File: config.mk
export PLATFORM = sky130hd
export DESIGN_NAME = dsb_sequencer
export DESIGN_NICKNAME = d
export VERILOG_FILES = /design/src/pkg/dsb_pkg.sv /design/src/hw/dsb_sequencer.sv
export SDC_FILE = /design/constraint.sdc
export NUM_CORES = 1
export LEC_CHECK = 0
export BUFFER_PORTS_ARGS = -buffer_cell sky130_fd_sc_hd__buf_4
export CAP_MARGIN = 20
export CELL_PAD_IN_SITES_DETAIL_PLACEMENT = 2
export CELL_PAD_IN_SITES_GLOBAL_PLACEMENT = 2
export CORE_MARGIN = 2
export CORE_UTILIZATION = 30
export DETAILED_ROUTE_END_ITERATION = 6
export PLACE_DENSITY = 0.69
export SLEW_MARGIN = 20
export SYNTH_ARGS = -nofsm -noshare
export SYNTH_HDL_FRONTEND = slang
export SYNTH_SLANG_ARGS = --single-unit
File: constraint.sdc
create_clock -name clk_i -period 12.47 [get_ports clk_i]
set_clock_uncertainty 0.1 [all_clocks]
set_input_delay 1.8705 -clock clk_i [delete_from_list [all_inputs] [get_ports clk_i]]
set_output_delay 1.8705 -clock clk_i [all_outputs]
set_load 0.05 [all_outputs]
File: src/pkg/dsb_pkg.sv
// constants and carrier types for the drive stop and brake sequencer
package dsb_pkg;

  // ----------------------------------------------------------------------
  // timing
  // ----------------------------------------------------------------------
  localparam int unsigned CLK_HZ = 20_000_000;
  localparam int unsigned TICK_MS = 100;
  localparam int unsigned TICK_CYCLES = CLK_HZ / 1000 * TICK_MS;

  // ----------------------------------------------------------------------
  // settings in tenths (time in 0.1 s ticks, percent in 0.1 %)
  // ----------------------------------------------------------------------
  localparam logic [10:0] THRESH_MAX = 11'h3E8;
  localparam logic [10:0] THRESH_RST = 11'h00A;
  localparam logic [10:0] HOLD_MAX = 11'h7D0;
  localparam logic [10:0] HOLD_RST = 11'h00A;
  localparam logic [10:0] BRAKE_MAX = 11'h7D0;
  localparam logic [10:0] BRAKE_RST = 11'h064;
  localparam logic [10:0] DEMAG_MIN = 11'h001;
  localparam logic [10:0] DEMAG_MAX = 11'h12C;
  localparam logic [10:0] DEMAG_RST = 11'h032;
  // gain in hundredths, integral time in ms
  localparam logic [10:0] GAIN_MAX = 11'h3E8;
  localparam logic [10:0] GAIN_RST = 11'h064;
  localparam logic [10:0] ITIME_MAX = 11'h3E8;
  localparam logic [10:0] ITIME_RST = 11'h032;

  // ----------------------------------------------------------------------
  // types
  // ----------------------------------------------------------------------
  typedef enum logic [2:0] {
    DSB_RUN = 3'b000,
    DSB_DECEL = 3'b001,
    DSB_DEMAG = 3'b011,
    DSB_BRAKE = 3'b010,
    DSB_HOLD = 3'b110,
    DSB_OFF = 3'b111,
    DSB_KEEP = 3'b101
  } dsb_state_t;

  typedef struct packed {
    logic [10:0] thresh;
    logic [10:0] hold;
    logic [10:0] brake;
    logic [10:0] demag;
    logic [10:0] gain;
    logic [10:0] itime;
  } dsb_cfg_t;

  typedef struct packed {
    logic brake_on;
    logic power_on;
    logic standstill;
    logic accel;
    logic p_en;
    logic i_en;
  } dsb_out_t;

endpackage : dsb_pkg

File: src/hw/dsb_sequencer.sv
// stop, dc brake and auto start sequencer
`timescale 1ns/1ps
module dsb_sequencer
  import dsb_pkg::*;
#(
  parameter int unsigned TICK_LEN = TICK_CYCLES,
  parameter int unsigned FW = 16
) (
  // clock and reset
  input wire logic clk_i,
  input wire logic rst_n_i,
  // drive state
  input wire logic [FW-1:0] out_freq_i,
  input wire logic [FW-1:0] max_freq_i,
  input wire logic [FW-1:0] nom_current_i,
  input wire logic mains_ok_i,
  input wire logic search_brake_i,
  // operator control
  input wire logic enable_input_a_i,
  input wire logic enable_input_b_i,
  input wire logic start_cw_i,
  input wire logic start_acw_i,
  // configuration
  input wire logic [2:0] stop_mode_i,
  input wire logic auto_start_i,
  input wire logic cfg_we_i,
  input wire dsb_cfg_t cfg_i,
  input wire logic [FW-1:0] brake_cur_i,
  input wire logic brake_cur_we_i,
  // status and drive
  output dsb_out_t stat_o,
  output dsb_cfg_t cfg_o,
  output logic [FW-1:0] brake_cur_o,
  output dsb_state_t state_o
);

  // ----------------------------------------------------------------------
  // helpers
  // ----------------------------------------------------------------------
  function automatic logic [10:0] clip(input logic [10:0] v,
                                       input logic [10:0] lo,
                                       input logic [10:0] hi);
    clip = (v < lo) ? lo : ((v > hi) ? hi : v);
  endfunction : clip

  // root two approximated as 181/128, enough for a setpoint ceiling
  function automatic logic [FW-1:0] cur_max(input logic [FW-1:0] n);
    logic [FW+7:0] p;
    p = {8'h00, n} * (FW+8)'(181);
    cur_max = p[FW+6:7];
  endfunction : cur_max

  // ----------------------------------------------------------------------
  // settings
  // ----------------------------------------------------------------------
  dsb_cfg_t cfg;
  logic [FW-1:0] brake_cur;
  logic [FW-1:0] i_lim;
  assign i_lim = cur_max(nom_current_i);

  always_ff @(posedge clk_i or negedge rst_n_i) begin
    if (!rst_n_i) begin
      cfg <= '{THRESH_RST, HOLD_RST, BRAKE_RST, DEMAG_RST, GAIN_RST,
               ITIME_RST};
    end else if (cfg_we_i) begin
      cfg.thresh <= clip(cfg_i.thresh, 11'h000, THRESH_MAX);
      cfg.hold <= clip(cfg_i.hold, 11'h000, HOLD_MAX);
      cfg.brake <= clip(cfg_i.brake, 11'h000, BRAKE_MAX);
      cfg.demag <= clip(cfg_i.demag, DEMAG_MIN, DEMAG_MAX);
      cfg.gain <= clip(cfg_i.gain, 11'h000, GAIN_MAX);
      cfg.itime <= clip(cfg_i.itime, 11'h000, ITIME_MAX);
    end
  end

  // default to ceiling: the first cycle after reset loads it
  logic cur_init;
  always_ff @(posedge clk_i or negedge rst_n_i) begin
    if (!rst_n_i) begin
      brake_cur <= '0;
      cur_init <= 1'b1;
    end else begin
      cur_init <= 1'b0;
      if (cur_init) begin
        brake_cur <= i_lim;
      end else if (brake_cur_we_i) begin
        brake_cur <= (brake_cur_i > i_lim) ? i_lim : brake_cur_i;
      end else if (brake_cur > i_lim) begin
        brake_cur <= i_lim;
      end
    end
  end

  // ----------------------------------------------------------------------
  // standstill and start detection
  // ----------------------------------------------------------------------
  logic [FW+9:0] f_scaled;
  logic [FW+9:0] f_limit;
  logic standstill;
  assign f_scaled = {10'h000, out_freq_i} * (FW+10)'(1000);
  assign f_limit = {10'h000, max_freq_i} * {{(FW-1){1'b0}}, cfg.thresh};
  assign standstill = f_scaled < f_limit;

  logic ctrl_en;
  logic start_cmd;
  logic run_req;
  logic run_req_q;
  logic mains_q;
  logic armed;
  assign ctrl_en = enable_input_a_i & enable_input_b_i;
  assign start_cmd = start_cw_i | start_acw_i;
  assign run_req = ctrl_en & start_cmd;

  always_ff @(posedge clk_i or negedge rst_n_i) begin
    if (!rst_n_i) begin
      run_req_q <= 1'b0;
      mains_q <= 1'b0;
      armed <= 1'b0;
    end else begin
      run_req_q <= run_req;
      mains_q <= mains_ok_i;
      if (!mains_ok_i) begin
        armed <= 1'b0;
      end else if (!mains_q) begin
        armed <= auto_start_i | ~run_req;
      end else if (!run_req) begin
        armed <= 1'b1;
      end
    end
  end

  logic start_edge;
  logic go;
  assign start_edge = run_req & ~run_req_q;
  assign go = mains_ok_i & run_req & armed;

  // ----------------------------------------------------------------------
  // 0.1 s tick
  // ----------------------------------------------------------------------
  logic [31:0] div;
  logic tick;
  assign tick = div == TICK_LEN - 1;
  always_ff @(posedge clk_i or negedge rst_n_i) begin
    if (!rst_n_i) begin
      div <= '0;
    end else begin
      div <= tick ? 32'h0000_0000 : div + 32'h0000_0001;
    end
  end

  // ----------------------------------------------------------------------
  // stop sequencer
  // ----------------------------------------------------------------------
  dsb_state_t state;
  dsb_state_t next_state;
  logic [10:0] timer;
  logic [10:0] next_timer;
  logic has_brake;
  logic has_hold;
  logic contact;
  assign has_brake = stop_mode_i inside {3'd3, 3'd6, 3'd7};
  assign has_hold = stop_mode_i inside {3'd1, 3'd3, 3'd4, 3'd6};
  assign contact = cfg.brake == 11'h000;

  // a timed brake runs out its time even if a start arrives meanwhile
  logic restart;
  assign restart = go & ~(state == DSB_BRAKE & ~contact);

  always_comb begin
    next_state = state;
    next_timer = (tick && timer != 11'h000) ? timer - 11'h001 : timer;
    if (restart) begin
      next_state = DSB_RUN;
      next_timer = 11'h000;
    end else begin
      unique case (state)
        DSB_RUN: begin
          if (stop_mode_i == 3'd0) begin
            next_state = DSB_OFF;
          end else if (stop_mode_i == 3'd7) begin
            next_state = DSB_BRAKE;
            next_timer = cfg.brake;
          end else begin
            next_state = DSB_DECEL;
          end
        end
        DSB_DECEL: begin
          if (standstill) begin
            if (has_brake) begin
              next_state = DSB_DEMAG;
              next_timer = cfg.demag;
            end else if (has_hold) begin
              next_state = DSB_HOLD;
              next_timer = cfg.hold;
            end else begin
              next_state = DSB_KEEP;
            end
          end
        end
        DSB_DEMAG: begin
          if (timer == 11'h000) begin
            next_state = DSB_BRAKE;
            next_timer = cfg.brake;
          end
        end
        DSB_BRAKE: begin
          // time mode ignores the start inputs entirely
          if (contact ? !ctrl_en : timer == 11'h000) begin
            next_state = has_hold ? DSB_HOLD : DSB_OFF;
            next_timer = cfg.hold;
          end
        end
        DSB_HOLD: begin
          if (timer == 11'h000) begin
            next_state = DSB_OFF;
          end
        end
        DSB_OFF: next_state = DSB_OFF;
        DSB_KEEP: next_state = DSB_KEEP;
        default: next_state = DSB_OFF;
      endcase
    end
  end

  always_ff @(posedge clk_i or negedge rst_n_i) begin
    if (!rst_n_i) begin
      state <= DSB_OFF;
      timer <= 11'h000;
    end else begin
      state <= next_state;
      timer <= next_timer;
    end
  end

  // ----------------------------------------------------------------------
  // outputs
  // ----------------------------------------------------------------------
  always_ff @(posedge clk_i or negedge rst_n_i) begin
    if (!rst_n_i) begin
      stat_o <= '0;
    end else begin
      stat_o.brake_on <= (next_state == DSB_BRAKE) | search_brake_i;
      stat_o.power_on <= next_state != DSB_OFF;
      stat_o.standstill <= standstill;
      stat_o.accel <= next_state == DSB_RUN;
      stat_o.p_en <= cfg.gain != 11'h000;
      stat_o.i_en <= cfg.itime != 11'h000;
    end
  end

  assign cfg_o = cfg;
  assign brake_cur_o = brake_cur;
  assign state_o = state;
endmodule : dsb_sequencer

== Yosys cells after proc, flatten, opt, wreduce, memory -nomap -nowiden ==
Index checks and enable logic that the tools add are counted.

* $add $sub $neg: 2
* Multipliers: 3
* Magnitude comparators: 15
* Equality and inequality tests: 14
* Muxes and demuxes: 42
* Bitwise logic cells: 12
* Reduce and logical (&&, ||, !) cells: 13

{| class="wikitable"
|+ Operator list
! kind !! number
|-
| $mux W11 || 21
|-
| $lt A11 B1 Y1 const B || 6
|-
| $mux W16 || 4
|-
| $pmux W11 S4 || 1
|-
| $gt A11 B10 Y1 const B || 3
|-
| $reduce_bool A11 Y1 || 3
|-
| $add A32 B1 Y32 const B || 1
|-
| $eq A32 B21 Y1 const B || 1
|-
| $gt A16 B16 Y1 || 2
|-
| $mux W32 || 1
|-
| $lt A26 B26 Y1 || 1
|-
| $mul A16 B11 Y26 || 1
|-
| $mul A16 B7 Y23 const B || 1
|-
| $mul A16 B8 Y23 const B || 1
|-
| $gt A11 B11 Y1 const B || 2
|-
| $logic_not A11 Y1 || 2
|-
| $mux W3 || 7
|-
| $pmux W3 S6 || 1
|-
| $eq A3 B3 Y1 const B || 5
|-
| $eq A3 B2 Y1 const B || 4
|-
| $gt A11 B9 Y1 const B || 1
|-
| $sub A11 B1 Y11 const B || 1
|-
| $logic_not A3 Y1 || 3
|-
| $and A1 B1 Y1 || 6
|-
| other kinds (10) || 22
|}

* Flip-flop bits (word level): 137
* Input bits: 144
* Output and inout bits: 91

== Logic depth before layout (Yosys ltp) ==
Gate-level depths: netlist of run 1.

* Depth after elaboration: 9
* Depth in mapped cells: 34

== Least setup slack after synthesis of run 1 ==
OpenSTA, ideal clock, no wires.

* Path kind: input to register
* From: input port max_freq_i[5]
* To: register timer[4]
* Arrival: 8.803 ns
* Data required time: 12.246 ns
* Setup slack: 3.443 ns
* Stages: 31
* Buffers on the path: 2
* Path through: clkbuf_1 -> nand2_1 -> fa_1 -> fa_1 -> fa_1 -> inv_1 -> fa_1 -> inv_1 -> fa_1 -> inv_1 -> ha_1 -> o21ai_0 -> o21bai_1 -> a31o_2 -> a31o_2 -> o31ai_1 -> o21ai_1 -> a21o_1 -> a21oi_1 -> xor2_1 -> ha_1 -> a21o_1 -> a21o_1 -> a21oi_1 -> o221ai_1 -> a31oi_2 -> nand2_1 -> clkbuf_1 -> o221ai_1 -> a21oi_1 -> o31a_1

* Cells in the longest elaborated chain, start to end: 5

{| class="wikitable"
|+ RTL lines
! element !! RTL line !! text
|-
| from (decl) || dsb_sequencer.sv:14 || <nowiki>input wire logic [FW-1:0] max_freq_i,</nowiki>
|-
| $mul A16 B11 Y26 || dsb_sequencer.sv:100 || <nowiki>assign f_limit = {10'h000, max_freq_i} * {{(FW-1){1'b0}}, cfg.thresh};</nowiki>
|-
| $lt A26 B26 Y1 || dsb_sequencer.sv:101 || <nowiki>assign standstill = f_scaled < f_limit;</nowiki>
|-
| net standstill || dsb_sequencer.sv:98 || <nowiki>logic standstill;</nowiki>
|-
| $mux W11 || dsb_sequencer.sv:187 || <nowiki>if (standstill) begin</nowiki>
|-
| $pmux W11 S4 || dsb_sequencer.sv:175 || <nowiki>unique case (state)</nowiki>
|-
| $mux W11 || dsb_sequencer.sv:171 || <nowiki>if (restart) begin</nowiki>
|-
| net next_timer[4] || dsb_sequencer.sv:156 || <nowiki>logic [10:0] next_timer;</nowiki>
|-
| to (signal assigned) || dsb_sequencer.sv:230 || <nowiki>timer <= next_timer;</nowiki>
|-
| to (decl) || dsb_sequencer.sv:155 || <nowiki>logic [10:0] timer;</nowiki>
|}

The timed path passes the listed nets, and every way through them passes these cells.
A chain may end at the register's enable or synchronous reset.

== Worst setup path in the final report of run 1 ==
* From: input port max_freq_i[5]
* To: register timer[5]

Same word-level chain as after synthesis.

==> results of run 1 <==
-- cells in the mapped netlist, types with 11 or more instances --
library cell / number
and2_1: 85
and3_1: 17
o22a_1: 11
xnor2_1: 57
a21o_1: 42
nor3_1: 24
nand3_1: 33
mux2_2: 25
o21a_1: 12
nand2_1: 161
o22ai_1: 20
fa_1: 214
nor4_1: 13
dfstp_2: 20
nor2_1: 98
nor2b_1: 17
clkbuf_1: 55
mux2i_1: 16
xor2_1: 42
inv_1: 320
ha_1: 231
dfrtp_1: 117
nand4_1: 22
o21ai_0: 58
a21oi_1: 86
a221oi_1: 13
-- through the flow --
stage | hold WS (ps) | cells | worst slack, ps | area (um^2) | util (%)
finish | 380 | 2944 | 2810 | 21300 | 35.5
floorplan | 333 | 1948 | 3440 | 18100 | -
detailed placement | 364 | 2909 | 2320 | 20700 | 34.5
CTS | 386 | 2941 | 2790 | 21300 | 35.5
global placement | 371 | 2909 | 2730 | 20700 | 34.5
global route | 417 | 2943 | 2180 | 21300 | 35.5
-- worst min-delay path by stage --
| stage | from | endpoint | slack [ps] | depth (start not counted) |
|---|---|---|---|---|
| 2_1_floorplan | div[31] | div[31] | 330 | 1 |
| 3_3_place_gp | div[31] | div[31] | 370 | 1 |
| 3_5_place_dp | div[31] | div[31] | 360 | 1 |
| 4_1_cts | div[31] | div[31] | 390 | 1 |
| 5_1_grt | div[31] | div[31] | 420 | 1 |
| 6_report | div[31] | div[31] | 380 | 1 |
-- logic make-up (layout without fill, tap and decap cells) --
| group | Yosys count | after routing | synth area share [%] |
|---|---|---|---|
| and+or+nand+nor | 520 | 520 | 14.6 |
| AOI/OAI and AO/OA | 326 | 326 | 11.7 |
| muxes | 41 | 41 | 2.44 |
| DFF | 137 | 137 | 19.0 |
| adders and majority gates | 445 | 445 | 39.6 |
| other | 1 | 4 | 0.0207 |
| xor gates and xnor gates | 99 | 99 | 4.78 |
| buffers and inverters | 379 | 590 | 7.87 |
-- routing by layer --
metal | routed length, um | vias up
li1 | - | 6869
met3 | 1610 | 30
met4 | 476 | 6
met1 | 24500 | 7603
met2 | 29800 | 175
met5 | 29 | -
-- power by group through the flow --
stage	clock, mW	combinational (mW)	sequential, mW
after global placement	0	4.44	0.655
after detailed placement	0	4.67	0.660
final	0.554	4.61	0.649
after CTS	0.570	4.71	0.651
after global routing	0.586	5.32	0.665
after floorplan	0	3.27	0.773
-- sequential cells by signal, indices dropped and copies added (netlist names) --
| signal | count |
|---|---|
| cfg_o | 66 |
| brake_cur_o | 16 |
| timer | 11 |
| armed | 1 |
| state_o | 3 |
| cur_init | 1 |
| stat_o | 6 |
| mains_q | 1 |
| div | 32 |
-- worst max-delay path, delay by kind of cell --
family                   cells  cell delay [ps]
AND/OR/NAND/NOR              1              100
adder cells (fa/ha/maj)      7             3230
XOR/XNOR                     1              180
buffers and inverters        4              320
AO/OA/AOI/OAI               17             4190
-- cell type report --
| class | instances | area share (%) |
|---|---|---|
| diodes | 3 | 0.0352 |
| flip-flops and latches | 137 | 16.2 |
| well taps | 782 | 4.59 |
| inverters | 320 | 5.63 |
| repair buffers | 238 | 8.39 |
| clock buffers | 18 | 2.06 |
| multi-input cells | 1432 | 62.3 |
| clock inverters | 14 | 0.850 |
==> impl_metrics.json, run 1 <==
{
  "ys_warn_count": 0,
  "final_cell_mix": "inv_1, buf_4, ha_1",
  "cts-root-buf": "clkbuf_16",
  "fin_crit_ps": 9660,
  "synth_nets": 2537,
  "critical_path.most_common_cell": "fa_1",
  "power.switching_mw": 3.00,
  "finalHoldViolations": 0,
  "cp_max_fo": 11,
  "grt_busiest_layer": "met2",
  "grt_overflow": 0,
  "drt-pass1-iter-count": 4,
  "viasPerCell": 4.99,
  "die_area_mm2": 0.0624,
  "powerDensity_mw_per_mm2": 272,
  "cts_buffers": 17,
  "critPathLaunch": "max_freq_i[5]",
  "p_int_mw": 2.81,
  "grt_pass1_wl_um": 94100,
  "grt_util_met1_pct": 23.4,
  "netlist_instances": 1948,
  "post_cts_buffers": 0,
  "clockPowerShare_pct": 9.5,
  "final_common_cell": "inv_1",
  "clock_path_buffers": 2,
  "slowest_stage": "fa_1",
  "fillers": 6622,
  "ctsResizeCount": 0,
  "async_flop_share_pct": 100,
  "synth-edff-count": 0,
  "max-slew-margin-rel_pct": 37.9,
  "rows": 90,
  "synth_top_cell_by_area": "fa_1",
  "gp_congestion": 0.812,
  "synthFlopType": "dfrtp_1",
  "portBuffers": 234,
  "required_ps": 12700,
  "finalSetupTns_ps": 0,
  "multi_input_area_mm2": 0.0133,
  "rsz0062_at_grt": "false",
  "grt_pass1_vias": 17200,
  "num_io_pins": 235,
  "end_kind": "flop",
  "wire_per_inst_um": 19.2,
  "use_met2_pct": 34.6,
  "r2r_end": "timer[5]",
  "rrSetupSlack_ps": 3420,
  "vias": 14700,
  "fin_nets": 2735,
  "clkTransAtPathRegs_ps": 60,
  "cp-endpoint": "timer[5]",
  "start_util_pct": 30.2,
  "peakVddDrop_uv": 211,
  "drv_slew": 0,
  "ys_top_cells_by_area": "fa_1, dfrtp_1, ha_1, inv_1, nand2_1",
  "reg2regPathDepth": 29,
  "critPathArrivalTime_ps": 9890,
  "post-route-drc-count": 0,
  "hold_path.class": "flop to flop",
  "synth_seq_cells": 137,
  "rr_startpoint": "cfg_o[59]",
  "sw_frac_of_total_pct": 51.6,
  "tightest_slew_ps": 927,
  "hold_buffers": 0,
  "syn2layout_area_growth_pct": 17.6,
  "netlist_area_mm2": 0.0181,
  "maxCapViolations": 0,
  "power_mw": 5.81,
  "drive_gt1_share_pct": 15.6,
  "wl_um": 56400,
  "setup.worst_path.start_class": "input pin",
  "cts.sinks": 137,
  "drt_iter0_drc": 474,
  "die_w_um": 250,
  "synth_seq_area_share_pct": 19.0,
  "cts_tree": "done",
  "met3_usage_pct": 2.53,
  "slowest_delay_ps": 600,
  "clk_latency_ps": 450,
  "synth_top_area_share_pct": 23.6,
  "syn-mean-instance-area_um2": 9.31,
  "seq_power_share_pct": 11.2,
  "hpwl_um": 47100,
  "synth_cell_types": 76,
  "antenna_left": 0,
  "seq_area_mm2": 0.00345,
  "htree_levels": 4,
  "die_h_um": 250,
  "grtUsageTotal_pct": 18.8,
  "grt_max_degree": 85,
  "core_area_mm2": 0.0600,
  "p_leak_nw": 10.5,
  "fmax_mhz": 104,
  "status": "finished clean",
  "finalCritPeriodShare_pct": 77.5,
  "grt_antenna_before_repair": 5,
  "comb_power_share_pct": 79.3,
  "setup_viol": 0,
  "path_class": "input pin to flop"
}
Note: power is estimated with default switching activity, not from simulation.
==> run 2: changes to the inputs <==
- ABC_AREA: default -> 1
- PLACE_DENSITY: 0.69 -> 0.76
- clock period: 12.47 -> 8.44 ns (I/O delays scaled with it)
==> impl_metrics.json, run 2 <==
{
  "status": "finished clean",
  "vias": 18200,
  "slowest_stage": "nand4_1",
  "grt_pass1_vias": 21300,
  "hold_buffers": 0,
  "drt_iter0_drc": 550,
  "finalCritPeriodShare_pct": 93.2,
  "gp_congestion": 0.871,
  "synth_compound_area_share_pct": 8.38,
  "antenna_left": 0,
  "ys_top_cells_by_area": "fa_1, dfrtp_1, ha_1, nand2_1, inv_1",
  "synth-edff-count": 0,
  "die_area_mm2": 0.0685,
  "die_h_um": 262,
  "grt_pass1_wl_um": 115000,
  "clk_latency_ps": 440,
  "viasPerCell": 4.92,
  "ys_warn_count": 0,
  "slowest_delay_ps": 610,
  "fin_nets": 3414,
  "synthFlopType": "dfrtp_1",
  "whs_ps": 389,
  "end_kind": "flop",
  "drt-pass1-iter-count": 4,
  "grt_antenna_before_repair": 3,
  "powerDensity_mw_per_mm2": 417,
  "netlist_area_mm2": 0.0199,
  "synth_xor_area_share_pct": 3.96,
  "core_area_mm2": 0.0657,
  "power_mw": 9.63,
  "wire_per_inst_um": 18.9,
  "grt_overflow": 0,
  "required_ps": 8710,
  "cts.sinks": 137,
  "fin_crit_ps": 7870,
  "synth_nets": 3221,
  "synth_top_cell_by_area": "fa_1",
  "start_util_pct": 30.3,
  "netlist_instances": 2632,
  "drive_gt1_share_pct": 12.3,
  "p_leak_nw": 12.4,
  "cts-root-buf": "clkbuf_16",
  "syn2layout_area_growth_pct": 16.0,
  "cts_tree": "done",
  "grt_max_degree": 73,
  "final_cell_mix": "nand2_1, inv_1, buf_4",
  "setup_viol": 0,
  "portBuffers": 234,
  "num_io_pins": 235,
  "hold_path.class": "flop to flop",
  "async_flop_share_pct": 100,
  "critical_path.most_common_cell": "nand2_1",
  "peakVddDrop_uv": 251,
  "maxCapViolations": 0,
  "ctsResizeCount": 0,
  "fmax_mhz": 127,
  "syn-mean-instance-area_um2": 7.57,
  "tightest_slew_ps": 958,
  "yosys.area_share.adder_pct": 36.0,
  "finalSetupTns_ps": 0,
  "clkTransAtPathRegs_ps": 70,
  "path_class": "input pin to flop",
  "synthTopCellsByCount": "nand2_1, inv_1, ha_1",
  "cts_buffers": 17,
  "wl_um": 69900,
  "die_w_um": 262,
  "post_cts_buffers": 0,
  "cp_max_fo": 11,
  "post-route-cell-area_mm2": 0.0231,
  "clock_path_buffers": 2,
  "hpwl_um": 59400,
  "synth_seq_area_share_pct": 17.3,
  "synth-simple-area-share_pct": 22.6,
  "synth_seq_cells": 137,
  "post-route-drc-count": 0,
  "largest_register_ffs": 66,
  "rows": 94,
  "synth_top_family_by_area": "adder cells",
  "critPathArrivalTime_ps": 8130,
  "setup.worst_path.start_class": "input pin",
  "max-slew-margin-rel_pct": 36.0,
  "dpl_cell_area_mm2": 0.0225,
  "yosys.cell_count.top_type": "nand2_1",
  "final_common_cell": "nand2_1",
  "synth_cell_types": 56,
  "synth_top_area_share_pct": 21.5,
  "finalHoldViolations": 0,
  "htree_levels": 4,
  "rsz0062_at_grt": "false",
  "drv_slew": 0,
  "synth.area.mux_share_pct": 0,
  "grtUsageTotal_pct": 21.1
}
==> run 2: changes by cell type in the layout (fill, tap and decap cells not counted), sizes merged, moves of 39 or more <==
cell | previous run | this run
o21ai | 68 | 107
and2 | 85 | 1
a21oi | 86 | 128
nand2 | 161 | 592
inv | 327 | 551
nand3 | 33 | 147
nor2 | 98 | 201
==> run 2: path summary, 6_finish.rpt <==
kind	startpoint	end	slack, ps	cells after the start
hold reg to reg	cfg_o[5]	cfg_o[5]	390	2
min in group asynchronous	rst_n_i	cfg_o[57]	730	1
max in group asynchronous	rst_n_i	div[18]	6010	2
setup reg to reg	cfg_o[63]	timer[2]	630	30
setup / recovery	max_freq_i[3]	timer[2]	570	33
hold / removal	cfg_o[5]	cfg_o[5]	390	2
==> run 2: layout make-up <==
class	instances	area, um^2
antenna	1	2.50
timing repair buffer	241	1810
clock inverter	14	138
inverter	546	2050
tap	864	1080
multi-input combinational	1882	14100
sequential	137	3460
clock buffer	18	439
fill	7741	42600
==> run 2: cell families (layout without fill, tap and decap cells) <==
kind of cell    after synthesis  count (layout)
simple gates               1047            1047
buf+inv                     613             819
fa+ha+maj                   445             445
compound gates              299             299
flops                       137             137
xor+xnor                     90              90
other cells                   1               2
==> run 2: where the power goes <==
part           switching, mW  internal, mW  leakage [nW]
clock                  0.337         0.420         0.284
sequential             0.166         0.787          1.64
combinational           5.00          2.92          10.5
total                   5.50          4.13          12.4
==> run 2: critical path, delay by kind of cell <==
kind | cells | cell delay [ps]
XOR/XNOR | 1 | 130
AND/OR/NAND/NOR | 12 | 1590
buffers and inverters | 7 | 500
AO/OA/AOI/OAI | 6 | 1370
adder cells (fa/ha/maj) | 7 | 3240
==> run 2: stage by stage <==
stage,cells,utilization (%),setup WS [ps]
final,3703,35.2,574
after global routing,3702,35.2,1.15
after CTS,3702,35.2,527
after detailed placement,3670,34.3,86.5
after global placement,3670,34.3,245
after floorplan,2632,-,1250
==> run 2: per-layer routing <==
| layer | GRT usage, % | routed length, um | vias up | part of all wire, % |
|---|---|---|---|---|
| met5 | 0 | 22 | - | 0.031 |
| met4 | 4.64 | 1200 | 4 | 1.7 |
| met3 | 4.04 | 3150 | 78 | 4.5 |
| met2 | 38.9 | 36800 | 259 | 53 |
| met1 | 25.1 | 28800 | 9276 | 41 |
| li1 | - | - | 8596 | - |
